`src/eeprom_program_control_defines.svh`:
```
// constants of the eeprom control block: offsets, bit positions, resets, timing
// assumes an 8-bit data space and a 50 ns reference clock
`ifndef EEPROM_PROGRAM_CONTROL_DEFINES_SVH
`define EEPROM_PROGRAM_CONTROL_DEFINES_SVH

// data-space addresses
`define EE_CTL_ADDR 8'hea
`define EE_IRQ_STATUS_ADDR 8'hec
`define EE_IRQ_MASK_ADDR 8'hed
`define EE_PAGE_LIMIT 8'h40

// control register bit positions
`define EE_BIT_ENABLE 0
`define EE_BIT_BUSY 1
`define EE_BIT_PAR_MODE 2
`define EE_BIT_PAR_START 3
`define EE_BIT_STANDBY 6

// interrupt status bit positions
`define EE_IRQ_DONE 0
`define EE_IRQ_REFUSED 1

// reset values
`define EE_CTL_RESET 8'h00
`define EE_IRQ_RESET 8'h00

// timing: clock period and one programming cycle, both in ns
`define EE_CLK_PERIOD_NS 50
`define EE_PROG_TIME_NS 5000000
`define EE_PROG_CYCLES ((`EE_PROG_TIME_NS + `EE_CLK_PERIOD_NS - 1) / `EE_CLK_PERIOD_NS)

`endif

```
`src/eeprom_program_control_pkg.sv`:
```
// types shared by the eeprom control block
// assumes nothing beyond the constants header
package eeprom_program_control_pkg;

  // programming sequencer states
  typedef enum logic [0:0] {
    ctl_idle,
    ctl_program
  } ctl_state_t;

  // kind of programming cycle in flight
  typedef enum logic [0:0] {
    single_byte_mode,
    row_program_mode
  } prog_kind_t;

endpackage : eeprom_program_control_pkg

```
`src/eeprom_cell_array.sv`:
```
// eeprom cell storage: eight byte lanes, one row-wide program port
// assumes the controller never programs while it reads the same cell
`timescale 1ns/100ps
module eeprom_cell_array #(
  parameter int ROWS = 16
) (
  // clock
  input wire logic ref_clk,
  // read port, combinational
  input wire logic [$clog2(ROWS)-1:0] rd_row,
  input wire logic [2:0] rd_byte,
  output logic [7:0] rd_data,
  // program port
  input wire logic prog_en,
  input wire logic [$clog2(ROWS)-1:0] prog_row,
  input wire logic [7:0] prog_mask,
  input wire logic [63:0] prog_data
);

  logic [7:0] lane_q [8];

  // one storage lane per byte position of a row
  for (genvar b = 0; b < 8; b++) begin : g_lane
    logic [7:0] cells [ROWS];
    // only lanes whose mask bit is set are rewritten
    always_ff @(posedge ref_clk) begin
      if (prog_en && prog_mask[b]) begin
        cells[prog_row] <= prog_data[8*b +: 8];
      end
    end
    assign lane_q[b] = cells[rd_row];
  end

  assign rd_data = lane_q[rd_byte];

endmodule : eeprom_cell_array

```
`src/eeprom_program_control.sv`:
```
// eeprom control: control/status register, row latches, programming sequencer
// assumes a cpu-side plain register port and a bank select from the bank register
//
// Operation
// control register at eah, resets to 00h
// standby bit 6 disables array, low power
// start bit 3 programs latched row immediately
// start bit self-clears when programming ends
// unloaded row bytes keep their contents
// mode bit 2 lets up to eight row bytes load
// row is a7..a3, a2..a0 pick byte; the code takes the row from the page and a5..a3
// mode bit self-clears after each row program
// clearing mode before start abandons row
// busy bit 1 high throughout programming
// software polls busy before any access
// accesses ignored while busy, cycle completes
// enable bit 0 required before any write; the code latches row-mode byte writes with enable low
// write with enable low starts nothing
// entering mode clears the eight row latches
// first access latches row until end
// start without mode is refused, unchanged
// control writes ignored while busy
// byte-mode write programs one byte, busy
//
// The address-and-strobe port was chosen for this implementation.
`timescale 1ns/100ps
`include "eeprom_program_control_defines.svh"
module eeprom_program_control
  import eeprom_program_control_pkg::*;
#(
  parameter int PAGES = 2,
  parameter int PROG_CYCLES = `EE_PROG_CYCLES
) (
  // clock and reset
  input wire logic ref_clk,
  input wire logic arst_n,
  // register port
  input wire logic [7:0] addr,
  input wire logic [7:0] wdata,
  input wire logic wr,
  input wire logic rd,
  output logic [7:0] rdata,
  // bank select, one-hot eeprom page from the bank register
  input wire logic [1:0] bank_sel,
  // status
  output logic program_busy_flag,
  output logic array_power_down,
  output logic irq
);

  localparam int ROWS = PAGES * 8;
  localparam int RW = $clog2(ROWS);
  localparam int CW = $clog2(PROG_CYCLES + 1);

  // refuse configurations the logic cannot serve
  if (PAGES < 1 || PAGES > 2) begin : g_bad_pages
    $error("eeprom_program_control: PAGES must be 1 or 2");
  end
  if (PROG_CYCLES < 1) begin : g_bad_cycles
    $error("eeprom_program_control: PROG_CYCLES must be at least 1");
  end

  // whole state of the block
  typedef struct packed {
    ctl_state_t state;
    prog_kind_t kind;
    logic [CW-1:0] count;
    logic standby_disable_bit;
    logic parallel_start_bit;
    logic parallel_mode_bit;
    logic program_busy_flag;
    logic program_enable_bit;
    logic row_latched;
    logic [RW-1:0] row;
    logic [7:0] row_mask;
    logic [63:0] row_data;
    logic [7:0] irq_status;
    logic [7:0] irq_mask;
    logic [7:0] rdata;
    logic irq;
  } ctl_regs_t;

  ctl_regs_t st;
  ctl_regs_t next_st;

  // array hookup
  logic [7:0] cell_rd_data;
  logic prog_fire;
  logic [RW-1:0] acc_row;
  logic page_ok;
  logic page_hi;

  // decode of the selected page; none or both selected means no page
  always_comb begin
    page_hi = bank_sel[1];
    if (PAGES == 1) begin
      page_ok = (bank_sel == 2'b01);
    end else begin
      page_ok = (bank_sel == 2'b01) || (bank_sel == 2'b10);
    end
  end

  // row index from page and address bits a5..a3
  assign acc_row = RW'((page_hi ? 8 : 0) + int'(addr[5:3]));

  // the row is written in the cycle the counter expires
  assign prog_fire = (st.state == ctl_program) && (st.count == CW'(1));

  eeprom_cell_array #(
    .ROWS(ROWS)
  ) u_cells (
    .ref_clk(ref_clk),
    .rd_row(acc_row),
    .rd_byte(addr[2:0]),
    .rd_data(cell_rd_data),
    .prog_en(prog_fire),
    .prog_row(st.row),
    .prog_mask(st.row_mask),
    .prog_data(st.row_data)
  );

  // next-state logic
  always_comb begin
    logic is_ctl;
    logic is_mem;
    logic ev_done;
    logic ev_refused;
    logic [7:0] ctl_view;
    logic [7:0] clear_bits;
    is_ctl = 1'b0;
    is_mem = 1'b0;
    ev_done = 1'b0;
    ev_refused = 1'b0;
    ctl_view = 8'h00;
    clear_bits = 8'h00;
    next_st = st;
    next_st.rdata = 8'h00;

    is_ctl = (addr == `EE_CTL_ADDR);
    is_mem = (addr < `EE_PAGE_LIMIT) && page_ok;

    // readable image of the control register, reserved bits as zero
    ctl_view[`EE_BIT_STANDBY] = st.standby_disable_bit;
    ctl_view[`EE_BIT_PAR_START] = st.parallel_start_bit;
    ctl_view[`EE_BIT_PAR_MODE] = st.parallel_mode_bit;
    ctl_view[`EE_BIT_BUSY] = st.program_busy_flag;
    ctl_view[`EE_BIT_ENABLE] = st.program_enable_bit;

    // programming sequencer
    unique case (st.state)
      ctl_idle: begin
      end
      ctl_program: begin
        if (st.count == CW'(1)) begin
          // end of cycle: drop busy, start, mode and the row latch
          next_st.state = ctl_idle;
          next_st.count = '0;
          next_st.program_busy_flag = 1'b0;
          next_st.parallel_start_bit = 1'b0;
          next_st.parallel_mode_bit = 1'b0;
          next_st.row_latched = 1'b0;
          next_st.row_mask = 8'h00;
          ev_done = 1'b1;
        end else begin
          next_st.count = st.count - CW'(1);
        end
      end
    endcase

    // register writes
    if (wr) begin
      if (is_ctl) begin
        if (st.program_busy_flag) begin
          ev_refused = 1'b1;
        end else begin
          next_st.standby_disable_bit = wdata[`EE_BIT_STANDBY];
          next_st.program_enable_bit = wdata[`EE_BIT_ENABLE];
          next_st.parallel_mode_bit = wdata[`EE_BIT_PAR_MODE];
          if (wdata[`EE_BIT_PAR_MODE] && !st.parallel_mode_bit) begin
            // fresh entry into row mode empties the latches
            next_st.row_mask = 8'h00;
            next_st.row_data = 64'h0;
            next_st.row_latched = 1'b0;
          end
          if (!wdata[`EE_BIT_PAR_MODE]) begin
            // leaving row mode without a start discards the row
            next_st.row_mask = 8'h00;
            next_st.row_latched = 1'b0;
          end
          if (wdata[`EE_BIT_PAR_START]) begin
            if (st.parallel_mode_bit && wdata[`EE_BIT_PAR_MODE] &&
                wdata[`EE_BIT_ENABLE] && !wdata[`EE_BIT_STANDBY]) begin
              // row programming starts at once
              next_st.parallel_start_bit = 1'b1;
              next_st.program_busy_flag = 1'b1;
              next_st.state = ctl_program;
              next_st.kind = row_program_mode;
              next_st.count = CW'(PROG_CYCLES);
            end else begin
              // start without mode or enable: no cycle, bit stays clear
              ev_refused = 1'b1;
            end
          end
        end
      end else if (addr == `EE_IRQ_STATUS_ADDR) begin
        clear_bits = wdata;
      end else if (addr == `EE_IRQ_MASK_ADDR) begin
        next_st.irq_mask = wdata;
      end else if (is_mem) begin
        if (st.program_busy_flag || st.standby_disable_bit) begin
          ev_refused = 1'b1;
        end else if (st.parallel_mode_bit) begin
          // row mode: latch the row on first access, load the byte
          if (!st.row_latched || st.row == acc_row) begin
            next_st.row_latched = 1'b1;
            next_st.row = acc_row;
            next_st.row_mask[addr[2:0]] = 1'b1;
            next_st.row_data[8*addr[2:0] +: 8] = wdata;
          end else begin
            ev_refused = 1'b1;
          end
        end else if (st.program_enable_bit) begin
          // byte mode: one byte through the same row path
          next_st.row = acc_row;
          next_st.row_mask = 8'h01 << addr[2:0];
          next_st.row_data[8*addr[2:0] +: 8] = wdata;
          next_st.program_busy_flag = 1'b1;
          next_st.state = ctl_program;
          next_st.kind = single_byte_mode;
          next_st.count = CW'(PROG_CYCLES);
        end else begin
          ev_refused = 1'b1;
        end
      end
    end

    // register reads, data stands in the following cycle only
    if (rd) begin
      if (is_ctl) begin
        next_st.rdata = ctl_view;
      end else if (addr == `EE_IRQ_STATUS_ADDR) begin
        next_st.rdata = st.irq_status;
      end else if (addr == `EE_IRQ_MASK_ADDR) begin
        next_st.rdata = st.irq_mask;
      end else if (is_mem) begin
        if (st.program_busy_flag || st.standby_disable_bit) begin
          ev_refused = 1'b1;
        end else begin
          next_st.rdata = cell_rd_data;
        end
      end
    end

    // sticky events: a new event wins over a write-one clear
    next_st.irq_status = (st.irq_status & ~clear_bits);
    next_st.irq_status[`EE_IRQ_DONE] = next_st.irq_status[`EE_IRQ_DONE] | ev_done;
    next_st.irq_status[`EE_IRQ_REFUSED] =
      next_st.irq_status[`EE_IRQ_REFUSED] | ev_refused;
    next_st.irq_status[7:2] = 6'h00;
    next_st.irq = |(next_st.irq_status & next_st.irq_mask);
  end

  // state register
  always_ff @(posedge ref_clk or negedge arst_n) begin
    if (!arst_n) begin
      st.state <= ctl_idle;
      st.kind <= single_byte_mode;
      st.count <= '0;
      st.standby_disable_bit <= 1'(`EE_CTL_RESET >> `EE_BIT_STANDBY);
      st.parallel_start_bit <= 1'b0;
      st.parallel_mode_bit <= 1'b0;
      st.program_busy_flag <= 1'b0;
      st.program_enable_bit <= 1'b0;
      st.row_latched <= 1'b0;
      st.row <= '0;
      st.row_mask <= 8'h00;
      st.row_data <= 64'h0;
      st.irq_status <= `EE_IRQ_RESET;
      st.irq_mask <= `EE_IRQ_RESET;
      st.rdata <= 8'h00;
      st.irq <= 1'b0;
    end else begin
      st <= next_st;
    end
  end

  // outputs straight from the state flops
  assign rdata = st.rdata;
  assign program_busy_flag = st.program_busy_flag;
  assign array_power_down = st.standby_disable_bit;
  assign irq = st.irq;

endmodule : eeprom_program_control

```
`config.mk`:
```
export PLATFORM = sky130hd
export DESIGN_NAME = eeprom_program_control
export DESIGN_NICKNAME = d
export VERILOG_FILES = /design/src/eeprom_program_control_pkg.sv /design/src/eeprom_cell_array.sv /design/src/eeprom_program_control.sv
export VERILOG_INCLUDE_DIRS = /design/src
export SDC_FILE = /design/constraint.sdc
export NUM_CORES = 1
export LEC_CHECK = 0
export ABC_AREA = 1
export CAP_MARGIN = 30
export CORE_AREA = 2 2 404 406
export DETAILED_ROUTE_END_ITERATION = 8
export DIE_AREA = 0 0 406 408
export DONT_BUFFER_PORTS = 1
export GPL_TIMING_DRIVEN = 1
export PLACE_DENSITY_LB_ADDON = 0.2
export SLEW_MARGIN = 0
export SYNTH_ARGS = -nofsm -noshare
export SYNTH_HDL_FRONTEND = slang
export SYNTH_SLANG_ARGS = --single-unit
```
`constraint.sdc`:
```
create_clock -name ref_clk -period 3.9 [get_ports ref_clk]
set_input_delay 0.195 -clock ref_clk [delete_from_list [all_inputs] [get_ports ref_clk]]
set_output_delay 0.195 -clock ref_clk [all_outputs]
set_load 0.02 [all_outputs]
```
* Word-level counts from Yosys, hierarchy flattened *
Memory sizes are Yosys's and may differ from the RTL's.
Index checks and enable logic that the tools add are counted.

storage, ports and cells
  logic and storage cells = 199
  memories = 8
  output and inout bits = 11
  flip-flop bits (word level) = 120
  bits in writable memories = 1024
  input port bits = 22

cells by class
  shift operators = 3
  equal/unequal tests = 17
  magnitude comparators = 4
  reductions and logical operators = 30
  add/subtract/negate cells = 3
  bitwise gates (word level) = 12
  multiplexer cells = 106

memory list
  name                     words  bits a word  rd ports  clocked after Yosys merged registers in  write ports  RTL line                 RTL
  u_cells.g_lane[0].cells  16     8            1         0                                        1            eeprom_cell_array.sv:24  logic [7:0] cells [ROWS];
  u_cells.g_lane[1].cells  16     8            1         0                                        1            eeprom_cell_array.sv:24
  u_cells.g_lane[2].cells  16     8            1         0                                        1            eeprom_cell_array.sv:24
  u_cells.g_lane[3].cells  16     8            1         0                                        1            eeprom_cell_array.sv:24
  u_cells.g_lane[4].cells  16     8            1         0                                        1            eeprom_cell_array.sv:24
  u_cells.g_lane[5].cells  16     8            1         0                                        1            eeprom_cell_array.sv:24
  +2 memories              -      -            -         -                                        -            -

operator list
  operator                                                                       count
  77-bit two-way mux                                                             5
  72-bit two-way mux                                                             3
  19-bit two-way mux                                                             9
  76-bit two-way mux                                                             2
  8-bit two-way mux                                                              15
  101-bit two-way mux                                                            1
  64-bit bitwise mux                                                             1
  8-bit by 34-bit variable shift with 64-bit output (first input constant)       1
  8-bit by 34-bit variable part select with 64-bit output                        1
  1-bit two-way mux                                                              57
  17-bit two-way mux                                                             2
  6-bit negation with 34-bit output                                              1
  25-bit two-way mux                                                             1
  8-bit binary-select mux with 3-bit select                                      1
  8-bit equality test (second input constant)                                    3
  17-bit by 1-bit equality test with 1-bit output (second input constant)        1
  17-bit by 1-bit subtractor with 17-bit output (second input constant)          1
  1-bit logical AND                                                              15
  2-bit inequality test (second input constant)                                  5
  10-bit AND reduction                                                           1
  3-bit two-way mux                                                              3
  9-bit AND reduction                                                            1
  2-bit by 8-bit bitwise AND with 8-bit output                                   1
  8-bit by 7-bit less-than comparator with 1-bit output (second input constant)  1
  other kinds (26)                                                               43

* Depth between registers and ports, before layout *
Gate-level depths: netlist (run 1).

  depth after elaboration = 21
  gate-level depth with buffers = 18
  depth with buffers taken out = 15

* Modules after synthesis *
A second synthesis (run 1) with hierarchy kept.

unflattened totals
  cell total of the unflattened synthesis = 4667
  area total of the unflattened synthesis = 49626.3 um^2

by module, submodules not included
  module                  sequential area each (um^2)  cells each  area each (um^2)  instances
  eeprom_cell_array       30749.5                      3548        41981.5           1
  eeprom_program_control  2977.9                       1119        7644.8            1

* Least setup slack after synthesis (run 1) *
OpenSTA, ideal clock, no wires.

  path type = register to register
  start point = register st[108] (netlist bit)
  end point = memory u_cells.g_lane[0].cells[10][0] (enable)
  setup time = 0.370 ns
  clock period less this slack = 2.463 ns
  slack = 1.437 ns
  arrival = 2.093 ns
  data required time = 3.530 ns
  cell stages (with the launch flop) = 10
  buffers on the path = 1
  cells stage by stage = dfrtp_1 -> inv_1 -> ha_1 -> nand3_1 -> nor4_1 -> nand3_1 -> inv_1 -> nand2_1 -> clkbuf_1 -> nor2_1

on the way
  cells in the longest elaborated chain, start to end = 5

RTL lines
  what                                             RTL line                       RTL
  start: declaration                               eeprom_program_control.sv:83   ctl_regs_t st;
  start signal: assignment                         eeprom_program_control.sv:283  st <= next_st;
  17-bit by 1-bit equality test with 1-bit output  eeprom_program_control.sv:107  assign prog_fire = (st.state == ctl_program) && (st.count == CW'(1));
  1-bit logical AND                                eeprom_program_control.sv:107
  1-bit logical AND                                eeprom_cell_array.sv:27        if (prog_en && prog_mask[b]) begin
  1-bit two-way mux                                eeprom_cell_array.sv:27
  1-bit two-way mux (implied by the code)          eeprom_cell_array.sv:28        cells[prog_row] <= prog_data[8*b +: 8];
  end: declaration                                 eeprom_cell_array.sv:24

No other way between the ends.

==> run_results.csv, run 1 <==
group,metric,value,unit
sta,setup_violations,0,
synth,synthArstFlopShare,0.1041,
global_route,grt_use_total,0.1744,
pwr,cellLeakagePower,21.09,nW
clocking,h-tree-depth,3,
sta,tightest_slew,2632,ps
placed_design,placed_area,50980,um2
global_route,grt_max_degree,562,
synth,synth_area_per_cell,10.66,um2
pwr,peakVddDrop,0.0003661,V
global_route,antenna_found_initial,3,
placed_design,place.gp.congestion,0.8846,
detailed_routing,antenna_left,0,
global_route,grt_pass1_vias,31539,
synth,synth_most_common_cell,"edfxtp_1",
floorplan,fp.dieW,406,um
floorplan,die_y,408,um
sta,period_minus_slack,3613,ps
setup_path,worstSetupEndpointType,"flip-flop",
flow_run,maxCapViolations,0,
detailed_routing,finalWirelength,146200,um
synth,netlist_area,48070,um2
pwr,power,0.02575,W
synth,synth_top_area_share,0.6397,
global_route,grt_pass1_wl,215500,um
clocking,cts_buffers,117,
synth,synth.net_count,4539,
placed_design,dp_hpwl,87400,um
pwr,p_per_area,467.6,nW/um2
floorplan,start_util,0.2973,
floorplan,num_io_pins,33,
layout,final_core_utilization,0.3406,
floorplan,dieArea,165600,um2
sta,slew_viol_final,419,
sta,worst_hold_slack,65.20,ps
worst_hold_path,hold_start,"addr[0]",
layout,area_delta_synth_final,14.56,%
clocking,clock_latency,750,ps
setup_path,crit_fanout,561,
detailed_routing,routed_via_density,4.728,
sta,maxSlewHeadroom,-0.7548,
synth,synth_seq_cells,1143,
layout,post-route-cell-area,55070,um2
synth,ys_types,43,
sta,finClkSkew,20.99,ps
sta,fin_crit_sh,0.9265,
sta,finalHoldViolations,0,
synth,synth.area.top_cells,"edfxtp_1, nor2_1, nand2_1",
detailed_routing,via_count,32283,
setup_path,arrival,4250,ps
setup_path,worstSetupPathType,"in2reg",
placed_design,portBuffers,0,
sta,final.setup.tns,0,ps
synth,netlist_top_cells_count,"edfxtp_1, nor2_1, nand2_1",
layout,nets,4580,
floorplan,row_count,148,
layout,n_antenna_cell,0,
synth,synth_flop_cell,"edfxtp_1",
setup_path,regToRegStartpoint,"st[108]$_DFF_PN0_",
run_status,status,"finished with violations",
run_status,violations,"max-slew violations",
synth,synth_cells,4509,
setup_path,cp.required,4540,ps
sta,clock.fmax,276.7,MHz
clocking,clock_sinks,1143,
setup_path,crit_start,"addr[3]",
clocking,clock_path_buffers,3,
sta,rsz0062_at_grt,"no",
detailed_routing,drc,0,
layout,drive_gt1_frac,0.07651,
setup_path,startpoint_type,"primary input",
synth,yosysTopAreaCell,"edfxtp_1",
synth,synth_warnings,0,
clocking,clk_pin_slew_worst_paths,60,ps
global_route,grt_overflow,0,
detailed_routing,drt_iter0_drc,2687,
clocking,cts_tree,"done",
detailed_routing,dr.pass1.iters,5,
clocking,clock-root-buffer,"clkbuf_16",
synth,synth_seq_area_share,0.7017,
detailed_routing,wire_per_inst,21.41,um
synth,synth_edf_count,1024,
worst_hold_path,hold_path.class,"in2reg",
floorplan,core,161700,um2
state kept, by name (all words and copies together) (netlist names):
signal                count
program_busy_flag         1
array_power_down          1
u_cells.g_lane.cells   1024
rdata                     8
st                      108
irq                       1
per-stage QoR:
stage | worst slack (ps) | cells
floorplan | 1437 | 4509
global placement | 738.6 | 6585
detailed placement | 732.6 | 6585
CTS | 723.4 | 6828
global route | 370.6 | 6828
finish | 286.5 | 6828
cells by family (layout without fill, tap and decap cells):
kind of cell             Yosys count  after routing  synth area share
AND/OR/NAND/NOR                 2378           2378            0.1988
flip-flops                      1143           1143            0.7017
AO/OA/AOI/OAI                    493            493           0.05487
buffers and inverters            473            617           0.03996
XOR/XNOR                          13             13          0.002369
adder cells (fa/ha/maj)            8              8          0.002082
multiplexers                       1              1         0.0002343
cell usage in the layout (no fill, tap or decap), types with 26 or more instances in the layout:
cell type	count
buf_4	145
o211ai_1	41
dfrtp_1	119
o21ai_0	396
clkbuf_16	119
inv_1	210
nand3_1	432
clkinv_1	26
nor2_1	1013
edfxtp_1	1024
clkinv_2	30
nand2_1	897
critical path: stages:
cell and delay [ps]:
xnor2_1 770, nand4_1 170, nand2_1 90, nand2_1 80
nand2_1 180, nand2_1 70, nand2_1 60, nand2_1 50
nand3_1 60, dlygate4sd3_1 550, nand2_1 50, dlygate4sd3_1 590
nand2_1 70, nand2_1 50
routing by layer:
layer  share of wire  track usage  routed length, um  up-vias
met5        0.000089            0                 13        -
met4           0.029      0.05647               4221        2
met3           0.056      0.02871               8234      196
met2            0.46       0.2731              66880      840
met1            0.46       0.2457              66830    15860
li1                -            -                  -    15385
final timing paths:
path                                                           endpoint  slack [ps]  cells past startpoint
worst min register to register                       st[13]$_DFFE_PN0P_         490                      2
max in group asynchronous                            st[40]$_DFFE_PN0P_        3250                      2
worst min-delay path                                   st[93]$_DFF_PN0_          70                      4
worst max register to register  u_cells.g_lane[7].cells[5][0]$_DFFE_PP_         750                      8
min in group asynchronous                             st[118]$_DFF_PN0_          80                      2
worst max-delay path                                      irq$_DFF_PN0_         290                     14
what timing repair did:
item                      in CTS  in global routing
setup buffers                  0                  0
hold endpoints to repair     222                  0
gates resized for setup        0                  0
hold buffers                  21                  0
cell type report:
class | count | area, um2
clock buffer | 143 | 3098
clock inverter | 79 | 758.2
fill | 16236 | 106600
inverter | 220 | 847.1
sequential | 1143 | 33730
timing repair buffer | 175 | 1496
multi-input combinational | 2893 | 12420
tap | 2175 | 2721
report_power, final:
part           switching [W]  total (W)  internal (W)  leakage [nW]
logic               0.000702    0.00105      0.000345          7.80
registers          0.0000804     0.0133        0.0132          11.4
clock network        0.00494     0.0114       0.00645          1.88
total                0.00572     0.0257        0.0200          21.1
Note: power is estimated with default switching activity, not from simulation.
==> inputs of run 2 (changes only) <==
--- a/config.mk
+++ b/config.mk
@@ -11,2 +11,3 @@
 export CORE_AREA = 2 2 404 406
+export CTS_CLUSTER_DIAMETER = 120
 export DETAILED_ROUTE_END_ITERATION = 8
==> constraint.sdc (replaced) <==
create_clock -name ref_clk -period 4.4 [get_ports ref_clk]
set_input_delay 0.88 -clock ref_clk [delete_from_list [all_inputs] [get_ports ref_clk]]
set_output_delay 0.88 -clock ref_clk [all_outputs]
set_load 0.02 [all_outputs]
==> run 2 against run 1 <==
  * The run still ends with max-slew violations left
  * Register-to-register slack gained 290 ps
  * Die area did not move
  * Flip-flop and latch count stayed put
  * Core utilization down 0.30 points
  * Worst setup slack got worse by 170 ps
  * Final cell count down 1.0%
  * Combinational power shrank 15%
  * Critical path depth fell by 4
  * Global-route usage barely moved
  * Clock skew is 25 ps higher
  * Sequential share of layout area up 0.54 points
  * Critical path type unchanged
  * Critical endpoint is now rdata[3]$_DFF_PN0_
  * Largest cell class unchanged
==> run_results.csv, run 2 (synthesized netlist as in run 1, its figures left out) <==
group,metric,value,unit
pwr,p_sw_frac,0.2199,
run_status,violations,"max-slew violations",
clocking,clock-root-buffer,"clkbuf_16",
global_route,grt_max_degree,562,
layout,drive_gt1_frac,0.06306,
pwr,p_per_area,420.2,nW/um2
sta,setup_violations,0,
setup_path,crit_chain,"o211ai_1, nand3_1, nand3_1, nand2_1, nand2_1, nand2_1, nor2_1, nand2_1, nand2_1, a21oi_1",
floorplan,start_util,0.2973,
clocking,h-tree-depth,3,
floorplan,row_count,148,
pwr,clkPwrFrac,0.447,
worst_hold_path,hold_path.class,"in2async",
floorplan,fp.dieW,406,um
sta,tightest_slew,3842,ps
layout,final_core_utilization,0.3377,
detailed_routing,drc,0,
setup_path,crit_fanout,561,
pwr,combPwrFrac,0.039,
setup_path,cpMostUsedCell,"nand2_1",
global_route,grt_use_total,0.1746,
setup_path,crit_path_max_incr_delay,990,ps
setup_path,cp.required,5010,ps
global_route,antenna_found_initial,1,
setup_path,critPathSlowestCell,"o211ai_1",
clocking,cts_tree,"done",
placed_design,dp_slack,748.9,ps
run_status,status,"finished with violations",
clocking,ctsResizeCount,0,
setup_path,worstSetupEndpointType,"flip-flop",
sta,slew_viol_final,427,
layout,nets,4510,
sta,finalHoldViolations,0,
sta,maxSlewHeadroom,-1.561,
layout,largest_reg_flops,1024,
pwr,internal_power,0.01790,W
clocking,clk_pin_slew_worst_paths,60,ps
layout,area_delta_synth_final,13.56,%
detailed_routing,routed_via_density,4.777,
clocking,clock_sinks,1143,
setup_path,worstSetupPathType,"in2reg",
detailed_routing,drt_iter0_drc,2921,
floorplan,num_io_pins,33,
pwr,cellLeakagePower,20.78,nW
placed_design,portBuffers,0,
global_route,grt_overflow,0,
floorplan,dieArea,165600,um2
pwr,power_switching,0.005044,W
global_route,grt_pass1_vias,30942,
sta,clock.fmax,233.2,MHz
pwr,peakVddDrop,0.0003186,V
sta,fin_crit_sh,0.9745,
detailed_routing,via_count,32286,
sta,rsz0062_at_grt,"no",
clocking,clock_path_buffers,3,
sta,final.setup.tns,0,ps
detailed_routing,antenna_left,0,
sta,finClkSkew,45.86,ps
clocking,clock_latency,740,ps
floorplan,die_y,408,um
flow_run,maxCapViolations,0,
floorplan,core,161700,um2
detailed_routing,finalWirelength,146500,um
layout,largest-register,"u_cells.g_lane.cells",
layout,final_cell_mix,"edfxtp_1, nor2_1, nand2_1, nand3_1, o21ai_0",
placed_design,dp_hpwl,86770,um
setup_path,critPathTopFamily,"simple AND/OR/NAND/NOR gates",
sta,period_minus_slack,4288,ps
placed_design,place.gp.congestion,0.8793,
detailed_routing,dr.pass1.iters,6,
pwr,sequentialPowerShare,0.514,
layout,reg_top3,"u_cells.g_lane.cells (1024), st (108), rdata (8)",
global_route,grt_pass1_wl,215400,um
layout,final_common_cell,"edfxtp_1",
setup_path,arrival,4900,ps
setup_path,startpoint_type,"primary input",
setup_path,crit_buf_inv,0,
detailed_routing,wire_per_inst,21.67,um
sta,finalWorstSetupSlack,112.3,ps
clocking,cts_buffers,119,
==> run 2: cell types whose count changed in the layout (fill, tap and decap cells not counted), moves of 4 or more <==
cell / before / now
clkinv_2: 30 / 14
buf_4: 145 / 89
buf_8: 0 / 4
clkinvlp_4: 9 / 4
dlygate4sd3_1: 20 / 0
clkbuf_1: 21 / 39
==> run 2: area by class of cell <==
class / count / area [um2]
Fill cell: 16229 / 107100
Multi-Input combinational cell: 2893 / 12420
Inverter: 220 / 847.1
Timing Repair Buffer: 103 / 950.9
Sequential cell: 1143 / 33730
Tap cell: 2175 / 2721
Clock inverter: 61 / 714.4
Antenna cell: 1 / 2.502
Clock buffer: 163 / 3204
==> run 2: timing repair <==
item | CTS | global route
setup endpoints to repair | 0 | 0
buffers inserted | 0 | 0
endpoints found under the hold margin | 119 | 0
hold buffers | 1 | 0
==> run 2: final timing paths <==
path / from / end / slack (ps) / cells past startpoint
worst min register to register: st[13]$_DFFE_PN0P_ / st[13]$_DFFE_PN0P_ / 490 / 2
worst max register to register: st[108]$_DFF_PN0_ / u_cells.g_lane[1].cells[11][2]$_DFFE_PP_ / 1040 / 9
worst min-delay path: arst_n / st[66]$_DFFE_PN0P_ / 110 / 1
min in group ref_clk: wdata[2] / st[27]$_DFFE_PN0P_ / 290 / 2
max in group asynchronous: arst_n / st[102]$_DFFE_PN0P_ / 3760 / 1
worst max-delay path: addr[3] / rdata[3]$_DFF_PN0_ / 110 / 10
==> run 2: through the flow <==
| step | power, W | cell area [um2] | hold WS, ps | std cells |
|---|---|---|---|---|
| after floorplan | 0.01267 | 48070 | 450.8 | 4509 |
| final | 0.02294 | 54590 | 105.0 | 6759 |
| after detailed placement | 0.01288 | 50620 | 476.0 | 6530 |
| after CTS | 0.02314 | 54560 | 108.0 | 6755 |
| after global routing | 0.02366 | 54580 | 133.3 | 6758 |
| after global placement | 0.01287 | 50460 | 473.4 | 6519 |
==> run 2: power by group through the flow <==
stage	registers [W]	clock network, W	logic, W
final	0.0118	0.0102	0.000894
after global routing	0.0118	0.0109	0.000978
after CTS	0.0118	0.0105	0.000879
after detailed placement	0.0120	0	0.000849
after global placement	0.0120	0	0.000848
after floorplan	0.0120	0	0.000686
==> run 2: per-layer routing <==
| layer | vias up | track usage | share of wire |
|---|---|---|---|
| li1 | 15259 | - | - |
| met1 | 16002 | 0.2453 | 0.45 |
| met2 | 845 | 0.2777 | 0.46 |
| met3 | 180 | 0.02898 | 0.058 |
| met4 | 0 | 0.04871 | 0.024 |
| met5 | - | 0 | 0 |
